## config.mk

```make
export PLATFORM = sky130hd
export DESIGN_NAME = smtc_top
export DESIGN_NICKNAME = d
export VERILOG_FILES = /design/src/shared/smtc_pkg.sv /design/src/verilog/smtc_edge_detect.sv /design/src/verilog/smtc_top.sv
export SDC_FILE = /design/constraint.sdc
export NUM_CORES = 1
export LEC_CHECK = 0
export ABC_AREA = 1
export BUFFER_PORTS_ARGS = -buffer_cell sky130_fd_sc_hd__buf_2
export CAP_MARGIN = 10
export CORE_MARGIN = 2
export CORE_UTILIZATION = 50
export CTS_BUF_LIST = sky130_fd_sc_hd__clkbuf_16
export DETAILED_ROUTE_END_ITERATION = 12
export GPL_TIMING_DRIVEN = 0
export PLACE_DENSITY_LB_ADDON = 0.08
export SLEW_MARGIN = 20
export SYNTH_ARGS = -nofsm -noshare
export SYNTH_HDL_FRONTEND = slang
export SYNTH_SLANG_ARGS = --single-unit
```

## constraint.sdc

```tcl
create_clock -name aclk -period 1.45 [get_ports aclk]
set_input_delay 0 -clock aclk [delete_from_list [all_inputs] [get_ports aclk]]
set_output_delay 0 -clock aclk [all_outputs]
set_load 0.03 [all_outputs]
```

## src/shared/smtc_pkg.sv

```systemverilog
// shared constants for the signal measurement timer control block
package smtc_pkg;
  // data and counter widths
  localparam int DATA_W = 32;
  localparam int STRB_W = DATA_W / 8;
  localparam int CNT_W = 24;
  localparam int BYTE_W = 8;
  localparam int PRE_W = 3;

  // register byte offsets
  localparam logic [7:0] OFF_CONTROL = 8'h00;
  localparam logic [7:0] OFF_CPW_LOW = 8'h04;
  localparam logic [7:0] OFF_CPW_HIGH = 8'h08;
  localparam logic [7:0] OFF_CPW_UPPER = 8'h0C;
  localparam logic [7:0] OFF_PERIOD = 8'h10;
  localparam logic [7:0] OFF_COUNTER = 8'h14;
  localparam logic [7:0] OFF_IRQ_STATUS = 8'h18;
  localparam logic [7:0] OFF_IRQ_MASK = 8'h1C;

  // control register fields
  localparam int CTRL_ENABLE_BIT = 7;
  localparam int CTRL_HALT_BIT = 5;
  localparam int CTRL_WINDOW_SENSE_BIT = 4;
  localparam int CTRL_SIGNAL_SENSE_BIT = 3;
  localparam int CTRL_COUNT_EDGE_BIT = 2;
  localparam int CTRL_PRESCALE_LSB = 0;
  localparam int PRESCALE_W = 2;
  localparam logic [7:0] CTRL_WRITE_MASK = 8'hBF;
  localparam logic [7:0] CTRL_RESET = 8'h00;

  // interrupt status and mask fields
  localparam int IRQ_W = 2;
  localparam int IRQ_PERIOD_BIT = 0;
  localparam int IRQ_CAPTURE_BIT = 1;
  localparam logic [IRQ_W-1:0] IRQ_RESET = 2'h0;

  // reset values of the other state
  localparam logic [CNT_W-1:0] PERIOD_RESET = 24'hFF_FFFF;
  localparam logic [CNT_W-1:0] CAPTURE_RESET = 24'h00_0000;

  // bus responses
  localparam logic [1:0] RESP_OKAY = 2'h0;
  localparam logic [1:0] RESP_SLVERR = 2'h2;
endpackage

```

## src/verilog/smtc_edge_detect.sv

```systemverilog
// polarity-aware level and edge detector for one sampled timer input
`timescale 1ns/1ps
module smtc_edge_detect (
  // clock and reset
  input wire logic aclk,
  input wire logic aresetn,
  // synchronous clear while the timer is disabled
  input wire logic clear,
  // sampled input and its sense
  input wire logic level_in,
  input wire logic invert,
  // detected level and edges
  output logic active,
  output logic start_edge,
  output logic end_edge
);
  typedef struct packed {
    logic prev;
  } smtc_edge_state_t;

  smtc_edge_state_t s_reg;
  smtc_edge_state_t s_next;

  // inverted sense turns a falling edge into the start edge
  assign active = level_in ^ invert;
  assign start_edge = active & ~s_reg.prev;
  assign end_edge = ~active & s_reg.prev;

  always_comb begin
    s_next = s_reg;
    s_next.prev = clear ? 1'b0 : active;
  end

  always_ff @(posedge aclk) begin
    if (!aresetn) begin
      s_reg <= '0;
    end else begin
      s_reg <= s_next;
    end
  end
endmodule

```

## src/verilog/smtc_top.sv

```systemverilog
// signal measurement timer control, capture latch and axi4-lite register slave
// Behaviour
// - disabled timer holds internal reset, no clock request
// - disabling leaves software registers unchanged
// - counted clock at period match raises flag
// - control bit 4 sets window input sense
// - control bit 3 sets signal input sense
// - bits 1:0 select four prescale ratios
// - 24-bit captured width, read-only three bytes
//
// The AXI4-Lite interface to the registers and the register offsets were left to the implementer.
`timescale 1ns/1ps
module smtc_top #(
  parameter int ADDR_W = 8
) (
  // clock and reset
  input wire logic aclk,
  input wire logic aresetn,
  // axi4-lite write address
  input wire logic [ADDR_W-1:0] awaddr,
  input wire logic [2:0] awprot,
  input wire logic awvalid,
  output logic awready,
  // axi4-lite write data
  input wire logic [smtc_pkg::DATA_W-1:0] wdata,
  input wire logic [smtc_pkg::STRB_W-1:0] wstrb,
  input wire logic wvalid,
  output logic wready,
  // axi4-lite write response
  output logic [1:0] bresp,
  output logic bvalid,
  input wire logic bready,
  // axi4-lite read address
  input wire logic [ADDR_W-1:0] araddr,
  input wire logic [2:0] arprot,
  input wire logic arvalid,
  output logic arready,
  // axi4-lite read data
  output logic [smtc_pkg::DATA_W-1:0] rdata,
  output logic [1:0] rresp,
  output logic rvalid,
  input wire logic rready,
  // timer inputs, sampled on aclk
  input wire logic timer_clock,
  input wire logic window_input,
  input wire logic signal_input,
  // timer outputs
  output logic clock_request,
  output logic irq
);
  import smtc_pkg::*;

  typedef struct packed {
    logic [7:0] ctrl;
    logic [CNT_W-1:0] measure_period;
    logic [CNT_W-1:0] captured_width;
    logic [CNT_W-1:0] measure_counter;
    logic [PRE_W-1:0] pre_cnt;
    logic [IRQ_W-1:0] status;
    logic [IRQ_W-1:0] mask;
    logic irq;
    logic clk_req;
    logic awready;
    logic aw_full;
    logic [ADDR_W-1:0] aw_addr;
    logic wready;
    logic w_full;
    logic [DATA_W-1:0] w_data;
    logic [STRB_W-1:0] w_strb;
    logic bvalid;
    logic [1:0] bresp;
    logic arready;
    logic rvalid;
    logic [DATA_W-1:0] rdata;
    logic [1:0] rresp;
  } smtc_state_t;

  smtc_state_t s_reg;
  smtc_state_t s_next;

  logic enable;
  logic halt_at_period;
  logic [PRESCALE_W-1:0] prescale_select;
  logic [PRE_W-1:0] pre_mask;
  logic clk_active;
  logic clk_edge;
  logic win_active;
  logic sig_active;
  logic sig_start;
  logic sig_end;
  logic tick;
  logic counting;
  logic do_write;
  logic [IRQ_W-1:0] irq_set;
  logic [IRQ_W-1:0] irq_clr;

  assign enable = s_reg.ctrl[CTRL_ENABLE_BIT];
  assign halt_at_period = s_reg.ctrl[CTRL_HALT_BIT];
  assign prescale_select = s_reg.ctrl[CTRL_PRESCALE_LSB +: PRESCALE_W];

  // detectors are cleared while disabled so a re-enable starts from a clean edge history
  smtc_edge_detect u_clock_edge (
    .aclk(aclk),
    .aresetn(aresetn),
    .clear(~enable),
    .level_in(timer_clock),
    .invert(s_reg.ctrl[CTRL_COUNT_EDGE_BIT]),
    .active(clk_active),
    .start_edge(clk_edge),
    .end_edge()
  );

  smtc_edge_detect u_window_edge (
    .aclk(aclk),
    .aresetn(aresetn),
    .clear(~enable),
    .level_in(window_input),
    .invert(s_reg.ctrl[CTRL_WINDOW_SENSE_BIT]),
    .active(win_active),
    .start_edge(),
    .end_edge()
  );

  smtc_edge_detect u_signal_edge (
    .aclk(aclk),
    .aresetn(aresetn),
    .clear(~enable),
    .level_in(signal_input),
    .invert(s_reg.ctrl[CTRL_SIGNAL_SENSE_BIT]),
    .active(sig_active),
    .start_edge(sig_start),
    .end_edge(sig_end)
  );

  // ratio is 2 to the power of the prescale field, 1:1 up to 1:8
  assign pre_mask = PRE_W'((4'h1 << prescale_select) - 4'h1);
  assign tick = enable & clk_edge & ((s_reg.pre_cnt & pre_mask) == pre_mask);
  assign counting = sig_active & win_active;
  assign do_write = s_reg.aw_full & s_reg.w_full & ~s_reg.bvalid;

  always_comb begin
    s_next = s_reg;
    irq_set = '0;
    irq_clr = '0;

    // write address and data are taken independently, in either order
    if (s_reg.awready && awvalid) begin
      s_next.aw_full = 1'b1;
      s_next.aw_addr = awaddr;
      s_next.awready = 1'b0;
    end
    if (s_reg.wready && wvalid) begin
      s_next.w_full = 1'b1;
      s_next.w_data = wdata;
      s_next.w_strb = wstrb;
      s_next.wready = 1'b0;
    end
    if (s_reg.bvalid && bready) begin
      s_next.bvalid = 1'b0;
    end

    if (do_write) begin
      s_next.aw_full = 1'b0;
      s_next.w_full = 1'b0;
      s_next.awready = 1'b1;
      s_next.wready = 1'b1;
      s_next.bvalid = 1'b1;
      s_next.bresp = RESP_OKAY;
      case ({s_reg.aw_addr[ADDR_W-1:2], 2'h0})
        ADDR_W'(OFF_CONTROL): begin
          if (s_reg.w_strb[0]) begin
            s_next.ctrl = s_reg.w_data[7:0] & CTRL_WRITE_MASK;
          end
        end
        ADDR_W'(OFF_PERIOD): begin
          for (int i = 0; i < CNT_W / BYTE_W; i++) begin
            if (s_reg.w_strb[i]) begin
              s_next.measure_period[i*BYTE_W +: BYTE_W] = s_reg.w_data[i*BYTE_W +: BYTE_W];
            end
          end
        end
        ADDR_W'(OFF_IRQ_STATUS): begin
          if (s_reg.w_strb[0]) begin
            irq_clr = s_reg.w_data[IRQ_W-1:0];
          end
        end
        ADDR_W'(OFF_IRQ_MASK): begin
          if (s_reg.w_strb[0]) begin
            s_next.mask = s_reg.w_data[IRQ_W-1:0];
          end
        end
        // capture bytes and the live counter ignore writes
        ADDR_W'(OFF_CPW_LOW), ADDR_W'(OFF_CPW_HIGH), ADDR_W'(OFF_CPW_UPPER),
        ADDR_W'(OFF_COUNTER): begin
          s_next.bresp = RESP_OKAY;
        end
        default: begin
          s_next.bresp = RESP_SLVERR;
        end
      endcase
    end

    // read: one outstanding, answer registered one cycle after acceptance
    if (s_reg.rvalid && rready) begin
      s_next.rvalid = 1'b0;
      s_next.arready = 1'b1;
    end
    if (s_reg.arready && arvalid) begin
      s_next.arready = 1'b0;
      s_next.rvalid = 1'b1;
      s_next.rresp = RESP_OKAY;
      s_next.rdata = '0;
      case ({araddr[ADDR_W-1:2], 2'h0})
        ADDR_W'(OFF_CONTROL): s_next.rdata[7:0] = s_reg.ctrl;
        ADDR_W'(OFF_CPW_LOW): s_next.rdata[7:0] = s_reg.captured_width[7:0];
        ADDR_W'(OFF_CPW_HIGH): s_next.rdata[7:0] = s_reg.captured_width[15:8];
        ADDR_W'(OFF_CPW_UPPER): s_next.rdata[7:0] = s_reg.captured_width[23:16];
        ADDR_W'(OFF_PERIOD): s_next.rdata[CNT_W-1:0] = s_reg.measure_period;
        ADDR_W'(OFF_COUNTER): s_next.rdata[CNT_W-1:0] = s_reg.measure_counter;
        ADDR_W'(OFF_IRQ_STATUS): s_next.rdata[IRQ_W-1:0] = s_reg.status;
        ADDR_W'(OFF_IRQ_MASK): s_next.rdata[IRQ_W-1:0] = s_reg.mask;
        default: s_next.rresp = RESP_SLVERR;
      endcase
    end

    // measurement: only counter and prescaler are internal, software state is kept
    if (!enable) begin
      s_next.measure_counter = '0;
      s_next.pre_cnt = '0;
    end else begin
      if (clk_edge) begin
        s_next.pre_cnt = s_reg.pre_cnt + PRE_W'(1);
      end
      if (sig_end) begin
        // capture wins over a coincident tick; that tick is lost to the new pulse
        s_next.captured_width = s_reg.measure_counter;
        s_next.measure_counter = '0;
        irq_set[IRQ_CAPTURE_BIT] = 1'b1;
      end else if (tick && counting) begin
        if (s_reg.measure_counter == s_reg.measure_period) begin
          irq_set[IRQ_PERIOD_BIT] = 1'b1;
          if (!halt_at_period) begin
            s_next.measure_counter = '0;
          end
        end else begin
          s_next.measure_counter = s_reg.measure_counter + CNT_W'(1);
        end
      end
    end

    // a new event beats a clear in the same cycle
    s_next.status = (s_reg.status & ~irq_clr) | irq_set;
    s_next.irq = |(s_next.status & s_next.mask);
    s_next.clk_req = s_next.ctrl[CTRL_ENABLE_BIT];
  end

  always_ff @(posedge aclk) begin
    if (!aresetn) begin
      s_reg <= '0;
      s_reg.ctrl <= CTRL_RESET;
      s_reg.measure_period <= PERIOD_RESET;
      s_reg.captured_width <= CAPTURE_RESET;
      s_reg.status <= IRQ_RESET;
      s_reg.mask <= IRQ_RESET;
      s_reg.awready <= 1'b1;
      s_reg.wready <= 1'b1;
      s_reg.arready <= 1'b1;
    end else begin
      s_reg <= s_next;
    end
  end

  assign awready = s_reg.awready;
  assign wready = s_reg.wready;
  assign bvalid = s_reg.bvalid;
  assign bresp = s_reg.bresp;
  assign arready = s_reg.arready;
  assign rvalid = s_reg.rvalid;
  assign rdata = s_reg.rdata;
  assign rresp = s_reg.rresp;
  assign clock_request = s_reg.clk_req;
  assign irq = s_reg.irq;
endmodule

```

After elaboration in Yosys (flattened, before gate mapping)

Index checks and enable logic that the tools add are counted.

Output and inout port bits: 43
Register bits: 159
Word-level logic and storage cells: 111
Input port bits: 68

Reductions and logical operators: 22
Bitwise operators: 20
Shift-type cells: 1
Equality and inequality tests: 17
Add/subtract/negate cells: 3
Mux-type cells: 22

Operators by type and width:

| operator                                                         | number |
|---|---|
| 6-bit by 3-bit == test with 1-bit output (second input constant) | 8 |
| 24-bit 2-to-1 mux                                                | 2 |
| 36-bit 2-to-1 mux                                                | 1 |
| 6-bit case mux with 6 select lines                               | 1 |
| 16-bit case mux with 2 select lines                              | 1 |
| 24-bit by 1-bit adder with 24-bit output (second input constant) | 1 |
| 24-bit == test                                                   | 1 |
| 6-bit by 2-bit == test with 1-bit output (second input constant) | 4 |
| 2-bit 2-to-1 mux                                                 | 10 |
| 2-bit case mux with 8 select lines                               | 1 |
| 8-bit OR reduction                                               | 2 |
| 6-bit by 1-bit == test with 1-bit output (second input constant) | 2 |
| 6-bit logical NOT                                                | 2 |
| 3-bit AND reduction                                              | 4 |
| 1-bit bitwise AND                                                | 7 |
| 1-bit logical AND                                                | 6 |
| 2-bit AND reduction                                              | 3 |
| 1-bit 2-to-1 mux                                                 | 5 |
| 1-bit NOT                                                        | 5 |
| 2-bit bitwise AND                                                | 2 |
| 2-bit nonzero test                                               | 2 |
| 2-bit OR reduction                                               | 2 |
| 3-bit by 1-bit adder with 3-bit output (second input constant)   | 1 |
| 3-bit bitwise AND                                                | 1 |
| 9 further kinds                                                  | 11 |

Longest topological paths before layout

Word-level depth: 12
Gate-level depth with buffers: 12
Gate-level depth less buffers: 11

Hierarchy

From an unflattened synthesis, not the netlist that was laid out.

Cell total of the unflattened synthesis: 1105
Area total of the unflattened synthesis: 7587.3 um2

By module, submodules not included:

| module           | cells each | instances | area each (um2) |
|---|---|---|---|
| smtc_top         | 1060       | 1         | 7354.6 |
| smtc_edge_detect | 15         | 3         | 77.6 |

Worst setup path before layout

No wires, ideal clock.

Path type: reg-to-reg
Start point: register s_reg[96] in the netlist's numbering
End point: register s_reg[110] in the netlist's numbering
Path slack: -0.140 ns
Stages on the path, launching flop included: 9
Arrival time: 1.520 ns
Library setup time: 0.070 ns
Required time: 1.380 ns
Cells stage by stage: dfxtp_1 > ha_1 > nand3_1 > nor2_1 > nand3_1 > xor2_1 > inv_1 > o211ai_1 > a21oi_1

Word-level cells in the longest chain between the ends: 3

Ends and longest elaborated chain:

| element                                                                                          | RTL line        | text |
|---|---|---|
| start: declaration                                                                               | smtc_top.sv:78  | `smtc_state_t s_reg;` |
| start signal: assignment                                                                         | smtc_top.sv:269 | `s_reg <= s_next;` |
| parallel branches: the longest is 3 deep, another holds 24-bit by 1-bit adder with 24-bit output | --              |  |

Parallel ways; which one is timed is not known.
A chain may end at the register's enable or synchronous reset.

Worst setup path in the final report

Start point: register s_reg[107] in the netlist's numbering
End point: register s_reg[100] in the netlist's numbering

Word-level cells in the longest chain between the ends: 3

Ends and longest elaborated chain:

| element                         | RTL line        | text |
|---|---|---|
| 24-bit == test *                | smtc_top.sv:240 | `if (s_reg.measure_counter == s_reg.measure_period) begin` |
| 2-bit inequality test (no line) | --              |  |
| 2-bit AND reduction (no line)   | --              |  |

Mark *: on every way between the ends. The rest lies on a longest branch, timed or not.

==> key figures <==
Final layout
  • Layout cells sized above 1: 0.275
  • Max FFs per register: ~120
  • Antenna Cells: 0
  • Final net count: about 1400
  • Commonest non-fill, non-tap cell in the layout: nand2_1
  • Fin area: around 0.01 mm²
  • Synth-to-Final Area Change: 33.6%
  • Commonest cells after routing, fill and taps aside: 174 x nand2_1, 138 x nor2_1, 123 x dfxtp_1, 111 x inv_1, 107 x o21ai_0

Status
  • Status: complete, but fails checks
  • Failing checks: negative setup slack

Floorplanning
  • IO Pins: 111
  • Die H: ~130 µm
  • Site Rows: 44
  • Die area: between 0.015 and 0.02 mm²
  • Initial Util: 0.515
  • Die Span X: between 100 and 150 µm
  • Placeable Area: approximately 0.015 mm²

Worst hold path
  • Hold Crit Endpoint: rdata[5]
  • HP Class: in -> reg
  • Hold Crit Start: araddr[2]
  • Hold path depth: 4

Logic synthesis
  • Sequential fraction of the synthesis area: 0.413
  • Synth Area per Inst: 6.89 µm²
  • Yosys Warn Count: 0
  • Yosys top cell by area: dfxtp_1
  • Top-area cell type share of the netlist area: 0.413
  • Mapped cell area: 0.00751 mm²
  • Post-synthesis cell type count: 32
  • Cells after Synth: 1090
  • FF+latch count, synth: 155
  • Most area-consuming cells after synthesis: dfxtp_1 41%, nand2_1 9.4%, o21ai_0 8.2%

Critical path
  • WS Path Type: reg -> reg
  • RR Startpoint: s_reg[107]
  • Critical path, cell by cell: inv_2, nand2_1, nand2_1, nor2_1, nand2_1, nor2_4, nand3_4, buf_6, nand2_8, nand3_2, a21oi_1
  • Worst EP required: 1.79 ns
  • Max stage delay on crit path: slightly below 0.4 ns
  • CP most frequent cell: nand2_1
  • Crit end category: flop
  • Cell family with most CP delay: simple AND/OR/NAND/NOR gates
  • CP bufs+invs: 2
  • WP data arrival: 2.02 ns
  • R2R depth: 11
  • R2R Setup Slk: -0.23 ns
  • Crit-path max FO: 7
  • CP max-delay cell: dfxtp_4
  • CP Launch Type: flop
  • FF-to-FF End: s_reg[100]

Placed design
  • Input/output buffers: 81
  • Cell area after placement: about 0.0082 mm²
  • GP Congestion: roughly 0.91
  • Detailed placement HPWL: 16.4 mm

STA
  • Fin crit period: 1.68 ns
  • Tcrit/Tclk final: 1.16
  • Final setup violation count: 27
  • Worst Max-Slew Pin Slew: approximately 0.6 ns
  • Max-slew headroom at the worst pin: 0.588
  • RSZ-0062 raised after global routing: yes
  • Final hold violations: 0
  • Fin. max-slew vios: 0
  • TNS Setup: -4.99 ns
  • Max Clk Rate: roughly 0.6 GHz
  • Setup Skew: approximately 0.011 ns
  • Setup WS post-layout: -0.226 ns

Routing
  • Aggregate routed wire length: roughly 23 mm
  • DRC violations left: 0
  • Starting DRC count in detailed routing: 550
  • Post-DR wirelength/cell: about 16 µm
  • First-pass DRT Iterations: 5
  • Vias per inst: around 5.3
  • Via Count: 7828
  • ANT nets after route: 0

Global routing
  • Largest net degree at the start of global routing: 17
  • Remaining global-route overflow: 0
  • Global-route wire length before repair: ~36 mm
  • Initial antenna violation count: 0
  • Vias in the first global route: between 7000 and 8000
  • All-layer global routing usage: 0.289

Flow run
  • MaxCap Viol Count: 0

Clock tree
  • Total clock buffers created by CTS: 17
  • TritonCTS Sinks: 155
  • Max Buffers Root-to-Sink: 2
  • Worst skew pair latency: 0.43 ns
  • Htree depth: 4
  • Clock-pin slew on the worst setup and hold paths: about 0.07 ns
  • CTS tree: done
  • Clk root buf: clkbuf_16

Pwr
  • VDD IR-drop max: between 0.8 and 0.9 mV
  • Pwr/cell area: 958 mW/mm²
  • Leakage power: approximately 4.4 nW
through the flow:
step / utilization / setup WS [ns] / total power, mW / cells / hold slack (ns)
final: 0.688 / -0.226 / 9.61 / 1477 / 0.0549
after global placement: 0.562 / -0.508 / 5.41 / 1364 / 0.248
after global routing: 0.688 / -0.308 / 9.91 / 1477 / 0.117
after CTS: 0.662 / -0.170 / 9.58 / 1464 / 0.0180
after floorplan: - / -0.0608 / 5.15 / 1099 / 0.157
after detailed placement: 0.562 / -0.504 / 5.42 / 1364 / 0.255
repair_timing:
item	CTS	global route
gates cloned	4	2
hold buffers	43	1
pin swaps	34	36
endpoints found under the hold margin	44	3
gates resized for setup	110	114
setup buffers	21	11
setup endpoints to repair	116	126
cell usage after synthesis (all sizes together):
library cell / instances
a21oi: 99
o21ai: 123
clkinv: 1
nand2: 190
dfxtp: 155
ha: 2
clkbuf: 33
o221ai: 18
or2: 1
nor3: 5
inv: 143
xor2: 16
buf: 52
a22oi: 2
nand4: 5
nor2: 157
a221oi: 2
a31oi: 5
nand3: 47
o211ai: 24
conb: 1
o22ai: 8
nor3b: 1
routing by layer:
layer / track usage / up-vias / wire length, µm
met4: 0.0860 / 0 / 396
met5: 0 / - / 0
met2: 0.458 / 281 / 10600
met1: 0.400 / 3623 / 10700
li1: - / 3894 / -
met3: 0.0586 / 30 / 1660
area by class of cell:
cell class | instances | area (µm²)
Buffer | 84 | 594
Clock inverter | 15 | 114
Inverter | 144 | 567
Sequential cell | 155 | 3190
Fill cell | 1307 | 4550
Multi-Input combinational cell | 716 | 3770
Timing Repair Buffer | 162 | 1140
Clock buffer | 17 | 425
Tap cell | 184 | 230
report_power, final:
group          internal [mW]  switching, mW
clock network           2.21           1.94
registers               4.37         0.0990
logic                  0.408          0.583
total                   6.99           2.63
worst reg2reg max path: cells and delay by family (launching register included):
kind	cells	cell delay (ns)
compound gates	1	0.15
buf+inv	2	0.29
flops	1	0.39
simple gates	8	0.77
worst max path at each step:
stage / start / end / slack (ns) / depth (start not counted)
4_1_cts: s_reg[96] / s_reg[110] / -0.17 / 11
5_1_grt: s_reg[100] / s_reg[111] / -0.31 / 11
3_3_place_gp: arready / rdata[21] / -0.51 / 6
2_1_floorplan: s_reg[96] / s_reg[110] / -0.06 / 8
6_report: s_reg[107] / s_reg[100] / -0.23 / 11
3_5_place_dp: arready / rdata[21] / -0.50 / 6
kinds of logic (layout without fill, tap and decap cells):
| logic type | Yosys count | count (layout) | share of synthesized area |
|---|---|---|---|
| buf+inv | 229 | 422 | 0.137 |
| fa+ha+maj | 2 | 2 | 0.00333 |
| other cells | 1 | 10 | 0.000499 |
| xor+xnor | 16 | 16 | 0.0187 |
| compound gates | 281 | 281 | 0.208 |
| flops | 155 | 155 | 0.413 |
| simple gates | 406 | 407 | 0.219 |
(Power assumes the default switching activity.)
